### config.mk
export PLATFORM = sky130hd
export DESIGN_NAME = serial_baud_rate_generator
export DESIGN_NICKNAME = d
export VERILOG_FILES = /design/src/baud_pkg.sv /design/src/serial_baud_rate_generator.sv /design/src/rate_timer.sv /design/src/rate_prescaler.sv
export SDC_FILE = /design/constraint.sdc
export NUM_CORES = 1
export LEC_CHECK = 0
export ABC_CLOCK_PERIOD_IN_PS = 4300
export BUFFER_PORTS_ARGS = -buffer_cell sky130_fd_sc_hd__clkbuf_2
export CAP_MARGIN = 20
export CORE_ASPECT_RATIO = 0.8
export CORE_MARGIN = 4
export CORE_UTILIZATION = 45
export DETAILED_ROUTE_END_ITERATION = 6
export GPL_TIMING_DRIVEN = 0
export PLACE_DENSITY = 0.69
export SYNTH_ARGS = -nofsm -noshare
export SYNTH_HDL_FRONTEND = slang
export SYNTH_HIERARCHICAL = 1
export SYNTH_SLANG_ARGS = --single-unit
### constraint.sdc
create_clock -name clk -period 4.3 [get_ports clk]
set_clock_uncertainty 0.2 [all_clocks]
set_input_delay 0.645 -clock clk [delete_from_list [all_inputs] [get_ports clk]]
set_output_delay 0.645 -clock clk [all_outputs]
set_load 0.01 [all_outputs]
### src/baud_pkg.sv
// constants, types and helpers shared by the bit-rate generator
// ---------------------------------------------------------------
// Overview of operation
// - The bit-rate timer runs at either 8-bit or 16-bit width for async and sync use.
// - After reset the timer is 8 bits wide; wide_divider_select makes it 16 bits.
// - The divisor_high_byte and divisor_low_byte pair sets the timer period.
// - In async mode high_speed_select and wide_divider_select pick the multiplier.
// - In sync mode high_speed_select has no effect on the bit rate.
// - Async, 8-bit, normal speed gives clock / (64 * (divisor + 1)).
// - Any write to the divisor pair with wstrb[0] set clears the timer at once.
// ---------------------------------------------------------------
package baud_pkg;

   // register byte addresses
   localparam logic [7:0] addr_baud_control  = 8'h00;
   localparam logic [7:0] addr_tx_status_ctl = 8'h04;
   localparam logic [7:0] addr_divisor_low   = 8'h08;
   localparam logic [7:0] addr_divisor_high  = 8'h0C;
   localparam logic [7:0] addr_timer_count   = 8'h10;

   // field positions
   localparam int bit_wide_divider = 0;
   localparam int bit_rx_idle      = 1;
   localparam int bit_high_speed   = 0;
   localparam int bit_sync_mode    = 1;

   // reset values
   localparam logic       reset_wide       = 1'b0;
   localparam logic       reset_high_speed = 1'b0;
   localparam logic       reset_sync_mode  = 1'b0;
   localparam logic [7:0] reset_divisor    = 8'h00;

   // prescaler terminal counts (multiplier minus one)
   localparam logic [5:0] last_x64 = 6'h3F;
   localparam logic [5:0] last_x16 = 6'h0F;
   localparam logic [5:0] last_x4  = 6'h03;

   // bus answers
   localparam logic [1:0] resp_okay   = 2'h0;
   localparam logic [1:0] resp_slverr = 2'h2;

   // generator configuration as seen by the counters
   typedef struct packed {
      logic        wide_divider_select;
      logic        high_speed_select;
      logic        sync_mode;
      logic [15:0] divisor;
   } rate_cfg_t;

   typedef enum logic [0:0] {
      rd_idle,
      rd_answer
   } rd_state_t;

   // multiplier choice for the current mode
   function automatic logic [5:0] prescale_last(input rate_cfg_t c);
      logic [5:0] r;
      r = last_x4;
      if (c.sync_mode) begin
         r = last_x4;
      end else if (!c.wide_divider_select && !c.high_speed_select) begin
         r = last_x64;
      end else if (c.wide_divider_select && c.high_speed_select) begin
         r = last_x4;
      end else begin
         r = last_x16;
      end
      return r;
   endfunction

endpackage

### src/serial_baud_rate_generator.sv
// bit-rate generator with its AXI4-Lite register slave
//
// The implementer's own choices: the AXI4-Lite register port and the register offsets.
`timescale 1ns/1ps
`default_nettype none
module serial_baud_rate_generator (
   input  wire logic        clk,
   input  wire logic        reset_n,
   // write address channel
   input  wire logic        awvalid,
   output logic             awready,
   input  wire logic [7:0]  awaddr,
   input  wire logic [2:0]  awprot,
   // write data channel
   input  wire logic        wvalid,
   output logic             wready,
   input  wire logic [31:0] wdata,
   input  wire logic [3:0]  wstrb,
   // write response channel
   output logic             bvalid,
   input  wire logic        bready,
   output logic [1:0]       bresp,
   // read address channel
   input  wire logic        arvalid,
   output logic             arready,
   input  wire logic [7:0]  araddr,
   input  wire logic [2:0]  arprot,
   // read data channel
   output logic             rvalid,
   input  wire logic        rready,
   output logic [31:0]      rdata,
   output logic [1:0]       rresp,
   // shift logic side
   input  wire logic        receive_idle_flag,
   output logic             base_tick,
   output logic             bit_tick
);
   import baud_pkg::*;

   // ---------------------------------------------------------------
   // register map: one 32-bit word each, unused bits read as zero
   // ---------------------------------------------------------------
   //   addr_baud_control   bit 0 wide_divider_select, read and write
   //                       bit 1 receive_idle_flag, read only
   //   addr_tx_status_ctl  bit 0 high_speed_select, read and write
   //                       bit 1 sync_mode, read and write
   //   addr_divisor_low    divisor bits 7:0, a write restarts the rate
   //   addr_divisor_high   divisor bits 15:8, a write restarts the rate
   //   addr_timer_count    live timer count in bits 15:0, read only
   // any other address answers SLVERR and changes nothing; a write
   // with wstrb[0] low answers OKAY and changes nothing
   // the high byte is kept in 8-bit mode but has no effect there,
   // so software may load it before setting the width select

   // ---------------------------------------------------------------
   // register state
   // ---------------------------------------------------------------
   rate_cfg_t   cfg;
   rate_cfg_t   next_cfg;
   logic [15:0] timer_count;
   logic        divisor_written;

   // ---------------------------------------------------------------
   // write channel state
   // ---------------------------------------------------------------
   logic        aw_full;
   logic        w_full;
   logic [7:0]  wr_addr;
   logic [7:0]  wr_byte;
   logic        wr_lane0;
   logic        next_aw_full;
   logic        next_w_full;
   logic [7:0]  next_wr_addr;
   logic [7:0]  next_wr_byte;
   logic        next_wr_lane0;
   logic        next_awready;
   logic        next_wready;
   logic        next_bvalid;
   logic [1:0]  next_bresp;
   logic        do_write;

   // ---------------------------------------------------------------
   // read channel state
   // ---------------------------------------------------------------
   rd_state_t   rd_state;
   rd_state_t   next_rd_state;
   logic        next_arready;
   logic        next_rvalid;
   logic [31:0] next_rdata;
   logic [1:0]  next_rresp;
   logic [31:0] rd_word;
   logic        rd_hit;

   // true for any address the slave answers with OKAY
   function automatic logic addr_known(input logic [7:0] a);
      logic k;
      k = 1'b0;
      if (a == addr_baud_control) begin
         k = 1'b1;
      end else if (a == addr_tx_status_ctl) begin
         k = 1'b1;
      end else if (a == addr_divisor_low) begin
         k = 1'b1;
      end else if (a == addr_divisor_high) begin
         k = 1'b1;
      end else if (a == addr_timer_count) begin
         k = 1'b1;
      end
      return k;
   endfunction

   // ---------------------------------------------------------------
   // write address and data capture, either order
   // ---------------------------------------------------------------
   // one write at a time: the pair is committed only when the
   // previous response has gone, so bvalid never overlaps two writes
   assign do_write = aw_full && w_full && !bvalid;

   always_comb begin
      next_aw_full  = aw_full;
      next_w_full   = w_full;
      next_wr_addr  = wr_addr;
      next_wr_byte  = wr_byte;
      next_wr_lane0 = wr_lane0;
      next_bvalid   = bvalid;
      next_bresp    = bresp;
      if (awvalid && awready) begin
         next_aw_full = 1'b1;
         next_wr_addr = awaddr;
      end
      if (wvalid && wready) begin
         next_w_full   = 1'b1;
         next_wr_byte  = wdata[7:0];
         next_wr_lane0 = wstrb[0];
      end
      if (do_write) begin
         next_aw_full = 1'b0;
         next_w_full  = 1'b0;
         next_bvalid  = 1'b1;
         next_bresp   = addr_known(wr_addr) ? resp_okay : resp_slverr;
      end else if (bvalid && bready) begin
         next_bvalid = 1'b0;
      end
      next_awready = !next_aw_full;
      next_wready  = !next_w_full;
   end

   always_ff @(posedge clk or negedge reset_n) begin
      if (!reset_n) begin
         aw_full  <= 1'b0;
         w_full   <= 1'b0;
         wr_addr  <= 8'h00;
         wr_byte  <= 8'h00;
         wr_lane0 <= 1'b0;
         awready  <= 1'b1;
         wready   <= 1'b1;
         bvalid   <= 1'b0;
         bresp    <= resp_okay;
      end else begin
         aw_full  <= next_aw_full;
         w_full   <= next_w_full;
         wr_addr  <= next_wr_addr;
         wr_byte  <= next_wr_byte;
         wr_lane0 <= next_wr_lane0;
         awready  <= next_awready;
         wready   <= next_wready;
         bvalid   <= next_bvalid;
         bresp    <= next_bresp;
      end
   end

   // ---------------------------------------------------------------
   // register writes
   // ---------------------------------------------------------------
   always_comb begin
      next_cfg        = cfg;
      divisor_written = 1'b0;
      if (do_write && wr_lane0) begin
         if (wr_addr == addr_baud_control) begin
            next_cfg.wide_divider_select = wr_byte[bit_wide_divider];
         end else if (wr_addr == addr_tx_status_ctl) begin
            next_cfg.high_speed_select = wr_byte[bit_high_speed];
            next_cfg.sync_mode         = wr_byte[bit_sync_mode];
         end else if (wr_addr == addr_divisor_low) begin
            next_cfg.divisor[7:0] = wr_byte;
            divisor_written       = 1'b1;
         end else if (wr_addr == addr_divisor_high) begin
            next_cfg.divisor[15:8] = wr_byte;
            divisor_written        = 1'b1;
         end
      end
   end

   always_ff @(posedge clk or negedge reset_n) begin
      if (!reset_n) begin
         cfg.wide_divider_select <= reset_wide;
         cfg.high_speed_select   <= reset_high_speed;
         cfg.sync_mode           <= reset_sync_mode;
         cfg.divisor             <= {reset_divisor, reset_divisor};
      end else begin
         cfg <= next_cfg;
      end
   end

   // ---------------------------------------------------------------
   // read channel
   // ---------------------------------------------------------------
   always_comb begin
      next_rd_state = rd_state;
      next_arready  = arready;
      next_rvalid   = rvalid;
      next_rdata    = rdata;
      next_rresp    = rresp;
      case (rd_state)
         rd_idle: begin
            if (arvalid && arready) begin
               next_rd_state = rd_answer;
               next_arready  = 1'b0;
               next_rvalid   = 1'b1;
               next_rdata    = rd_word;
               next_rresp    = rd_hit ? resp_okay : resp_slverr;
            end
         end
         rd_answer: begin
            if (rready) begin
               next_rd_state = rd_idle;
               next_arready  = 1'b1;
               next_rvalid   = 1'b0;
            end
         end
         default: begin
            next_rd_state = rd_idle;
            next_arready  = 1'b1;
            next_rvalid   = 1'b0;
         end
      endcase
   end

   always_ff @(posedge clk or negedge reset_n) begin
      if (!reset_n) begin
         rd_state <= rd_idle;
         arready  <= 1'b1;
         rvalid   <= 1'b0;
         rdata    <= 32'h0000_0000;
         rresp    <= resp_okay;
      end else begin
         rd_state <= next_rd_state;
         arready  <= next_arready;
         rvalid   <= next_rvalid;
         rdata    <= next_rdata;
         rresp    <= next_rresp;
      end
   end

   // ---------------------------------------------------------------
   // read word decode
   // ---------------------------------------------------------------
   // shares the address check with the write path, so both agree
   always_comb begin
      rd_word = 32'h0000_0000;
      rd_hit  = addr_known(araddr);
      if (araddr == addr_baud_control) begin
         rd_word[bit_wide_divider] = cfg.wide_divider_select;
         rd_word[bit_rx_idle] = receive_idle_flag;
      end else if (araddr == addr_tx_status_ctl) begin
         rd_word[bit_high_speed] = cfg.high_speed_select;
         rd_word[bit_sync_mode]  = cfg.sync_mode;
      end else if (araddr == addr_divisor_low) begin
         rd_word[7:0] = cfg.divisor[7:0];
      end else if (araddr == addr_divisor_high) begin
         rd_word[7:0] = cfg.divisor[15:8];
      end else if (araddr == addr_timer_count) begin
         rd_word[15:0] = timer_count;
      end
   end

   // ---------------------------------------------------------------
   // rate chain: divisor timer then multiplier
   // ---------------------------------------------------------------
   // restart on divisor write
   // both stages restart so the first bit after a change is whole
   rate_timer u_timer (
      .clk     (clk),
      .reset_n (reset_n),
      .clear   (divisor_written),
      .cfg     (cfg),
      .count   (timer_count),
      .tick    (base_tick)
   );

   rate_prescaler u_prescaler (
      .clk       (clk),
      .reset_n   (reset_n),
      .clear     (divisor_written),
      .base_tick (base_tick),
      .cfg       (cfg),
      .bit_tick  (bit_tick)
   );

endmodule
`default_nettype wire

### src/rate_timer.sv
// free-running divisor timer, 8 or 16 bits wide
`timescale 1ns/1ps
`default_nettype none
module rate_timer (
   input  wire logic              clk,
   input  wire logic              reset_n,
   input  wire logic              clear,
   input  wire baud_pkg::rate_cfg_t cfg,
   output logic [15:0]            count,
   output logic                   tick
);
   import baud_pkg::*;

   logic [15:0] limit;
   logic [15:0] next_count;
   logic        next_tick;

   // ---------------------------------------------------------------
   // reload and tick
   // ---------------------------------------------------------------
   always_comb begin
      // width select
      // narrow mode ignores the high byte entirely
      limit = cfg.wide_divider_select ? cfg.divisor :
              {8'h00, cfg.divisor[7:0]};
      next_count = count + 16'h0001;
      next_tick  = 1'b0;
      if (clear) begin
         next_count = 16'h0000;
      end else if (count >= limit) begin
         next_count = 16'h0000;
         next_tick  = 1'b1;
      end
   end

   always_ff @(posedge clk or negedge reset_n) begin
      if (!reset_n) begin
         count <= 16'h0000;
         tick  <= 1'b0;
      end else begin
         count <= next_count;
         tick  <= next_tick;
      end
   end
endmodule
`default_nettype wire

### src/rate_prescaler.sv
// period multiplier after the divisor timer
`timescale 1ns/1ps
`default_nettype none
module rate_prescaler (
   input  wire logic              clk,
   input  wire logic              reset_n,
   input  wire logic              clear,
   input  wire logic              base_tick,
   input  wire baud_pkg::rate_cfg_t cfg,
   output logic                   bit_tick
);
   import baud_pkg::*;

   logic [5:0] phase;
   logic [5:0] last;
   logic [5:0] next_phase;
   logic       next_bit_tick;

   // ---------------------------------------------------------------
   // divide base ticks by the mode multiplier
   // ---------------------------------------------------------------
   always_comb begin
      last          = prescale_last(cfg);
      next_phase    = phase;
      next_bit_tick = 1'b0;
      if (clear) begin
         next_phase = 6'h00;
      end else if (base_tick) begin
         // >= keeps a mode change from stranding the phase
         if (phase >= last) begin
            next_phase    = 6'h00;
            next_bit_tick = 1'b1;
         end else begin
            next_phase = phase + 6'h01;
         end
      end
   end

   always_ff @(posedge clk or negedge reset_n) begin
      if (!reset_n) begin
         phase    <= 6'h00;
         bit_tick <= 1'b0;
      end else begin
         phase    <= next_phase;
         bit_tick <= next_bit_tick;
      end
   end
endmodule
`default_nettype wire

# Word level (Yosys, flattened, before mapping)
# Index checks and enable logic that the tools add are counted.
[op_classes]
add_sub_neg = 2
order_cmp = 2
n_eq_ne = 10
muxes = 56
n_bitwise = 4
reduce_logical = 24
[op_table]
columns = ["operator", "n"]
rows = [
  ["$mux W16", 4],
  ["$mux W1", 33],
  ["$eq A8 B4 Y1 const B", 4],
  ["$mux W8", 4],
  ["$mux W6", 5],
  ["$mux W14", 2],
  ["$add A16 B1 Y16 const B", 1],
  ["$eq A8 B3 Y1 const B", 2],
  ["$eq A8 B5 Y1 const B", 2],
  ["$ge A16 B16 Y1", 1],
  ["$logic_not A8 Y1", 2],
  ["$logic_and A1 B1 Y1", 9],
  ["$mux W2", 4],
  ["$add A6 B1 Y6 const B", 1],
  ["$ge A6 B6 Y1", 1],
  ["$pmux W1 S2", 3],
  ["$reduce_and A2 Y1", 3],
  ["$logic_not A1 Y1", 5],
  ["$reduce_and A5 Y1", 1],
  ["$mux W4", 1],
  ["$ne A2 B2 Y1 const B", 2],
  ["$not A1 Y1", 4],
  ["$reduce_and A4 Y1", 1],
  ["$reduce_bool A2 Y1", 2],
  ["$reduce_and A3 Y1", 1],
]
[word_totals]
register_bits = 88
output_inout_bits = 43
elab_cells = 121

# Depth between registers and ports, before layout
[depth]
ltp_word = 8
mapped_depth = 9
ltp_nobuf = 7

# Cells and area by module
# Netlist, hierarchy kept.
[by_module_without_submodules]
columns = ["module", "n_inst", "cells_per_inst", "area_per_inst_um2"]
rows = [
  ["serial_baud_rate_generator", 1, 242, 2825.2],
  ["rate_timer", 1, 132, 1255.0],
  ["rate_prescaler", 1, 56, 510.5],
]

# Worst setup path before layout
# Ideal clock, no wire load.
[synth_timing]
path_kind = "register to register"
startpoint = "register wr_addr[0]"
endpoint = "register u_prescaler.phase[4]"
setup_ns = 0.126
arrival_time_ns = 2.236
required_time_ns = 3.974
setup_slack_ns = 1.738
stages_incl_launch_ff = 8
path_buffers = 1
path_cell_list = "dfrtp_1 -> or4_4 -> nor4_4 -> and2_2 -> buf_2 -> nand2b_1 -> nor3_1 -> a221o_1"
[synth_between]
elab_chain_cells = 7
[synth_lines]
columns = ["element", "line_no", "source"]
rows = [
  ["from (decl)", "serial_baud_rate_generator.sv:68", "logic [7:0] wr_addr;"],
  ["from (signal assigned)", "serial_baud_rate_generator.sv:162", "wr_addr <= next_wr_addr;"],
  ["$eq A8 B4 Y1", "serial_baud_rate_generator.sv:187", "end else if (wr_addr == addr_divisor_high) begin"],
  ["$mux W1", "serial_baud_rate_generator.sv:187", ""],
  ["$mux W1", "serial_baud_rate_generator.sv:184", "end else if (wr_addr == addr_divisor_low) begin"],
  ["$mux W1", "serial_baud_rate_generator.sv:181", "end else if (wr_addr == addr_tx_status_ctl) begin"],
  ["$mux W1 (*)", "serial_baud_rate_generator.sv:179", "if (wr_addr == addr_baud_control) begin"],
  ["$mux W1 (*)", "serial_baud_rate_generator.sv:178", "if (do_write && wr_lane0) begin"],
  ["named net divisor_written", "serial_baud_rate_generator.sv:61", "logic divisor_written;"],
  ["$mux W6 / $reduce_bool A2 Y1 (equally long branches)", "n/a", ""],
  ["to (signal assigned)", "rate_prescaler.sv:44", "phase <= next_phase;"],
  ["to (decl)", "rate_prescaler.sv:14", "logic [5:0] phase;"],
]
# The timed path passes the listed nets; every way through them passes the cells marked *.
# A chain may end at the register's enable or synchronous reset.

# Final worst setup path
# Ends and elaborated chain as after synthesis.

==> results.yml <==
run:
  cap_viol_max_count: 0
worst_setup_path:
  arrival_ns: 2.79
  path_class: "flip-flop to flip-flop"
  cp.required_ns: 4.33
  timing.rr.start: "wr_addr[0]"
  worstSetupStartpoint: "wr_addr[0]"
  endpoint_kind: "flip-flop"
  worstSetupStartpointType: "flip-flop"
  path_max_fanout: 10
finish:
  area_delta_synth_final_pct: 18.6
  finish.instance_area_um2: 5450
  fin_nets: 604
  layout_common_cells: "dfrtp_1, clkbuf_2, nand2_1, mux2_2, nor2_1"
  drive_gt1_share_pct: 31.1
  utilization_pct: 55.5
  antenna_cells: 0
  final_common_cell: "dfrtp_1"
grt:
  grt_pass1_vias: 3258
  met2_usage_pct: 26.2
  grtUsageMet1_pct: 25.0
  grt_pass1_wl_um: 16400
  busiest_layer: "met2"
  antenna_found_initial: 0
  grt_max_degree: 57
  grt_use_total_pct: 17.6
  grt-ovfl-total: 0
  grt_use_met3_pct: 4.17
power_and_ir_drop:
  peakVddDrop_uv: 376
  netSwitchingFraction_pct: 32.7
  p_leak_uw: 0.00256
  p_int_uw: 1850
  switching_power_uw: 897
  p_seq_share_pct: 42.9
  pwr-share-comb_pct: 28.2
  power.density_nw_per_um2: 505
  clkPwrFrac_pct: 28.9
place:
  dp_hpwl_um: 7640
  place_worst_setup_slack_ns: 1.54
  placed_cell_area_um2: 5140
  port_buffers: 57
  place_congestion: 0.825
clock_tree:
  cts_buffer_depth: 2
  cts-root-buf: "clkbuf_16"
  cts_tree: "done"
  htree_levels: 3
  clkTransAtPathRegs_ns: 0.06
  hold_buffers: 0
  post_cts_buffers: 0
  numCtsBuffers: 9
  cts.sinks: 86
  cts_resized: 0
  clock_latency_ns: 0.35
floorplanning:
  start_util_pct: 46.8
  num_rows: 32
  ios: 109
  die_h_um: 98.3
  design.core.area_um2: 9810
  dieWidth_um: 121
  design.die.area_um2: 11900
yosys:
  synth_edf_count: 0
  netlist_instances: 430
  synth_cell_types: 59
  ys_ff_latch: 86
  synth-main-ff-cell: "dfrtp_1"
  async_reset_ff_share_pct: 100
  ys_seq_area_share_pct: 47.0
  yosysWarnings: 6
  syn-cell-area_um2: 4590
  syn_avg_cell_area_um2: 10.7
timing:
  rsz0062_at_grt: "false"
  setup_viol: 0
  setup_slack_ns: 1.54
  slew_violations: 0
  tightest_slew_ns: 0.602
  fmax_mhz: 362
  slew_headroom_pct: 59.7
  setup_tns_ns: 0
  finalCritPeriodShare_pct: 64.2
  hold_viol: 0
  fin_crit_ns: 2.76
route:
  final_antenna_net_count: 0
  drt_wl_total_um: 9850
  via_per_inst: 5.18
  wire_per_inst_um: 15.0
  drc: 0
  drt_iter0_markers: 278
  vias: 3400
  drt-pass1-iter-count: 4
status:
  outcome: "complete, no violations"
min_path:
  hold_path.class: "input port to async pin"
cells in the mapped netlist (2+ instances only):
master,instances,area share [%]
nand3b_1,3,0.49
dfrtp_1,83,45
nand4_1,5,0.68
o21a_1,7,1.1
o41ai_1,8,1.5
inv_1,18,1.5
nand3_1,15,1.6
xor2_1,8,1.5
nor2b_1,5,0.68
mux2_2,36,8.8
a22oi_1,6,0.98
a21oi_1,9,0.98
and2_1,2,0.27
nand2_1,45,3.7
clkbuf_1,10,0.82
nor3_1,6,0.65
a21o_1,2,0.33
or3_1,2,0.27
buf_2,2,0.22
o32a_2,2,0.49
mux2i_1,2,0.44
nor2_2,9,1.2
xnor2_1,6,1.1
a21oi_2,2,0.38
nor4_1,2,0.27
ha_1,22,6.0
nor2_1,31,2.5
nand2b_1,11,1.5
and4_1,2,0.38
buf_4,18,2.9
and2_2,2,0.33
and3_1,4,0.55
o21ai_0,17,1.9
dfstp_2,3,1.7
worst max-delay path, cell delays in order, from the launching register on:
cell	delay [ns]
dfrtp_1	0.37
or4_4	0.55
nor4_4	0.48
and2_2	0.27
buf_2	0.22
nand2b_1	0.15
nor3_1	0.06
a221o_1	0.34
final timing paths:
path	end	slack (ns)	depth (start not counted)
max	u_prescaler/phase[4]	1.54	7
max in group asynchronous	wready	3.16	2
max reg2reg	u_prescaler/phase[4]	1.54	7
min in group clk	rdata[9]	0.28	2
min reg2reg	rdata[9]	0.28	2
min	u_prescaler/phase[0]	0.07	1
layout make-up:
class,instances,area (µm²)
Inverter,18,67.6
Fill cell,864,4360
Multi-Input combinational cell,312,2230
Buffer,31,203
Timing Repair Buffer,58,315
Clock buffer,9,225
Sequential cell,86,2160
Clock inverter,7,80.1
Tap cell,136,170
logic make-up after synthesis:
family                     synth area share, %
buffers and inverters                     5.89
muxes                                     9.51
xor gates and xnor gates                  2.67
AOI/OAI and AO/OA                         10.9
DFF                                       47.0
other                                   0.0817
and+or+nand+nor                           18.0
adders and majority gates                 6.00
per-stage QoR:
stage,hold WS (ns),instances,power [µW]
after CTS,0.0744,657,2770
after detailed placement,0.256,641,1970
after global placement,0.245,640,1920
after floorplan,0.149,447,1740
after global routing,0.103,657,2920
final,0.0715,657,2750
layer usage:
metal | part of all wire (%) | wire length, µm
met5 | 0 | 0
met3 | 5.6 | 550
met4 | 1.6 | 153
met2 | 45 | 4440
met1 | 48 | 4710
registers in the layout (all words and copies together) (netlist names):
name and cells:
w_full 1, rvalid 1, rd_state 1, arready 1, wr_lane0 1, cfg 19
wready 1, u_timer/tick 1, rdata 16, bresp 1, bvalid 1, rresp 1
u_timer/count 16, wr_addr 8, awready 1, u_prescaler/phase 6, u_prescaler/bit_tick 1, aw_full 1
wr_byte 8
power by group through the flow:
stage                     combinational [µW]  sequential (µW)  clock (µW)
after floorplan                          581             1160           0
after global placement                   744             1180           0
after CTS                                782             1180         812
after global routing                     867             1210         844
final                                    774             1180         794
after detailed placement                 779             1190           0
Note: power is estimated with default switching activity, not from simulation.
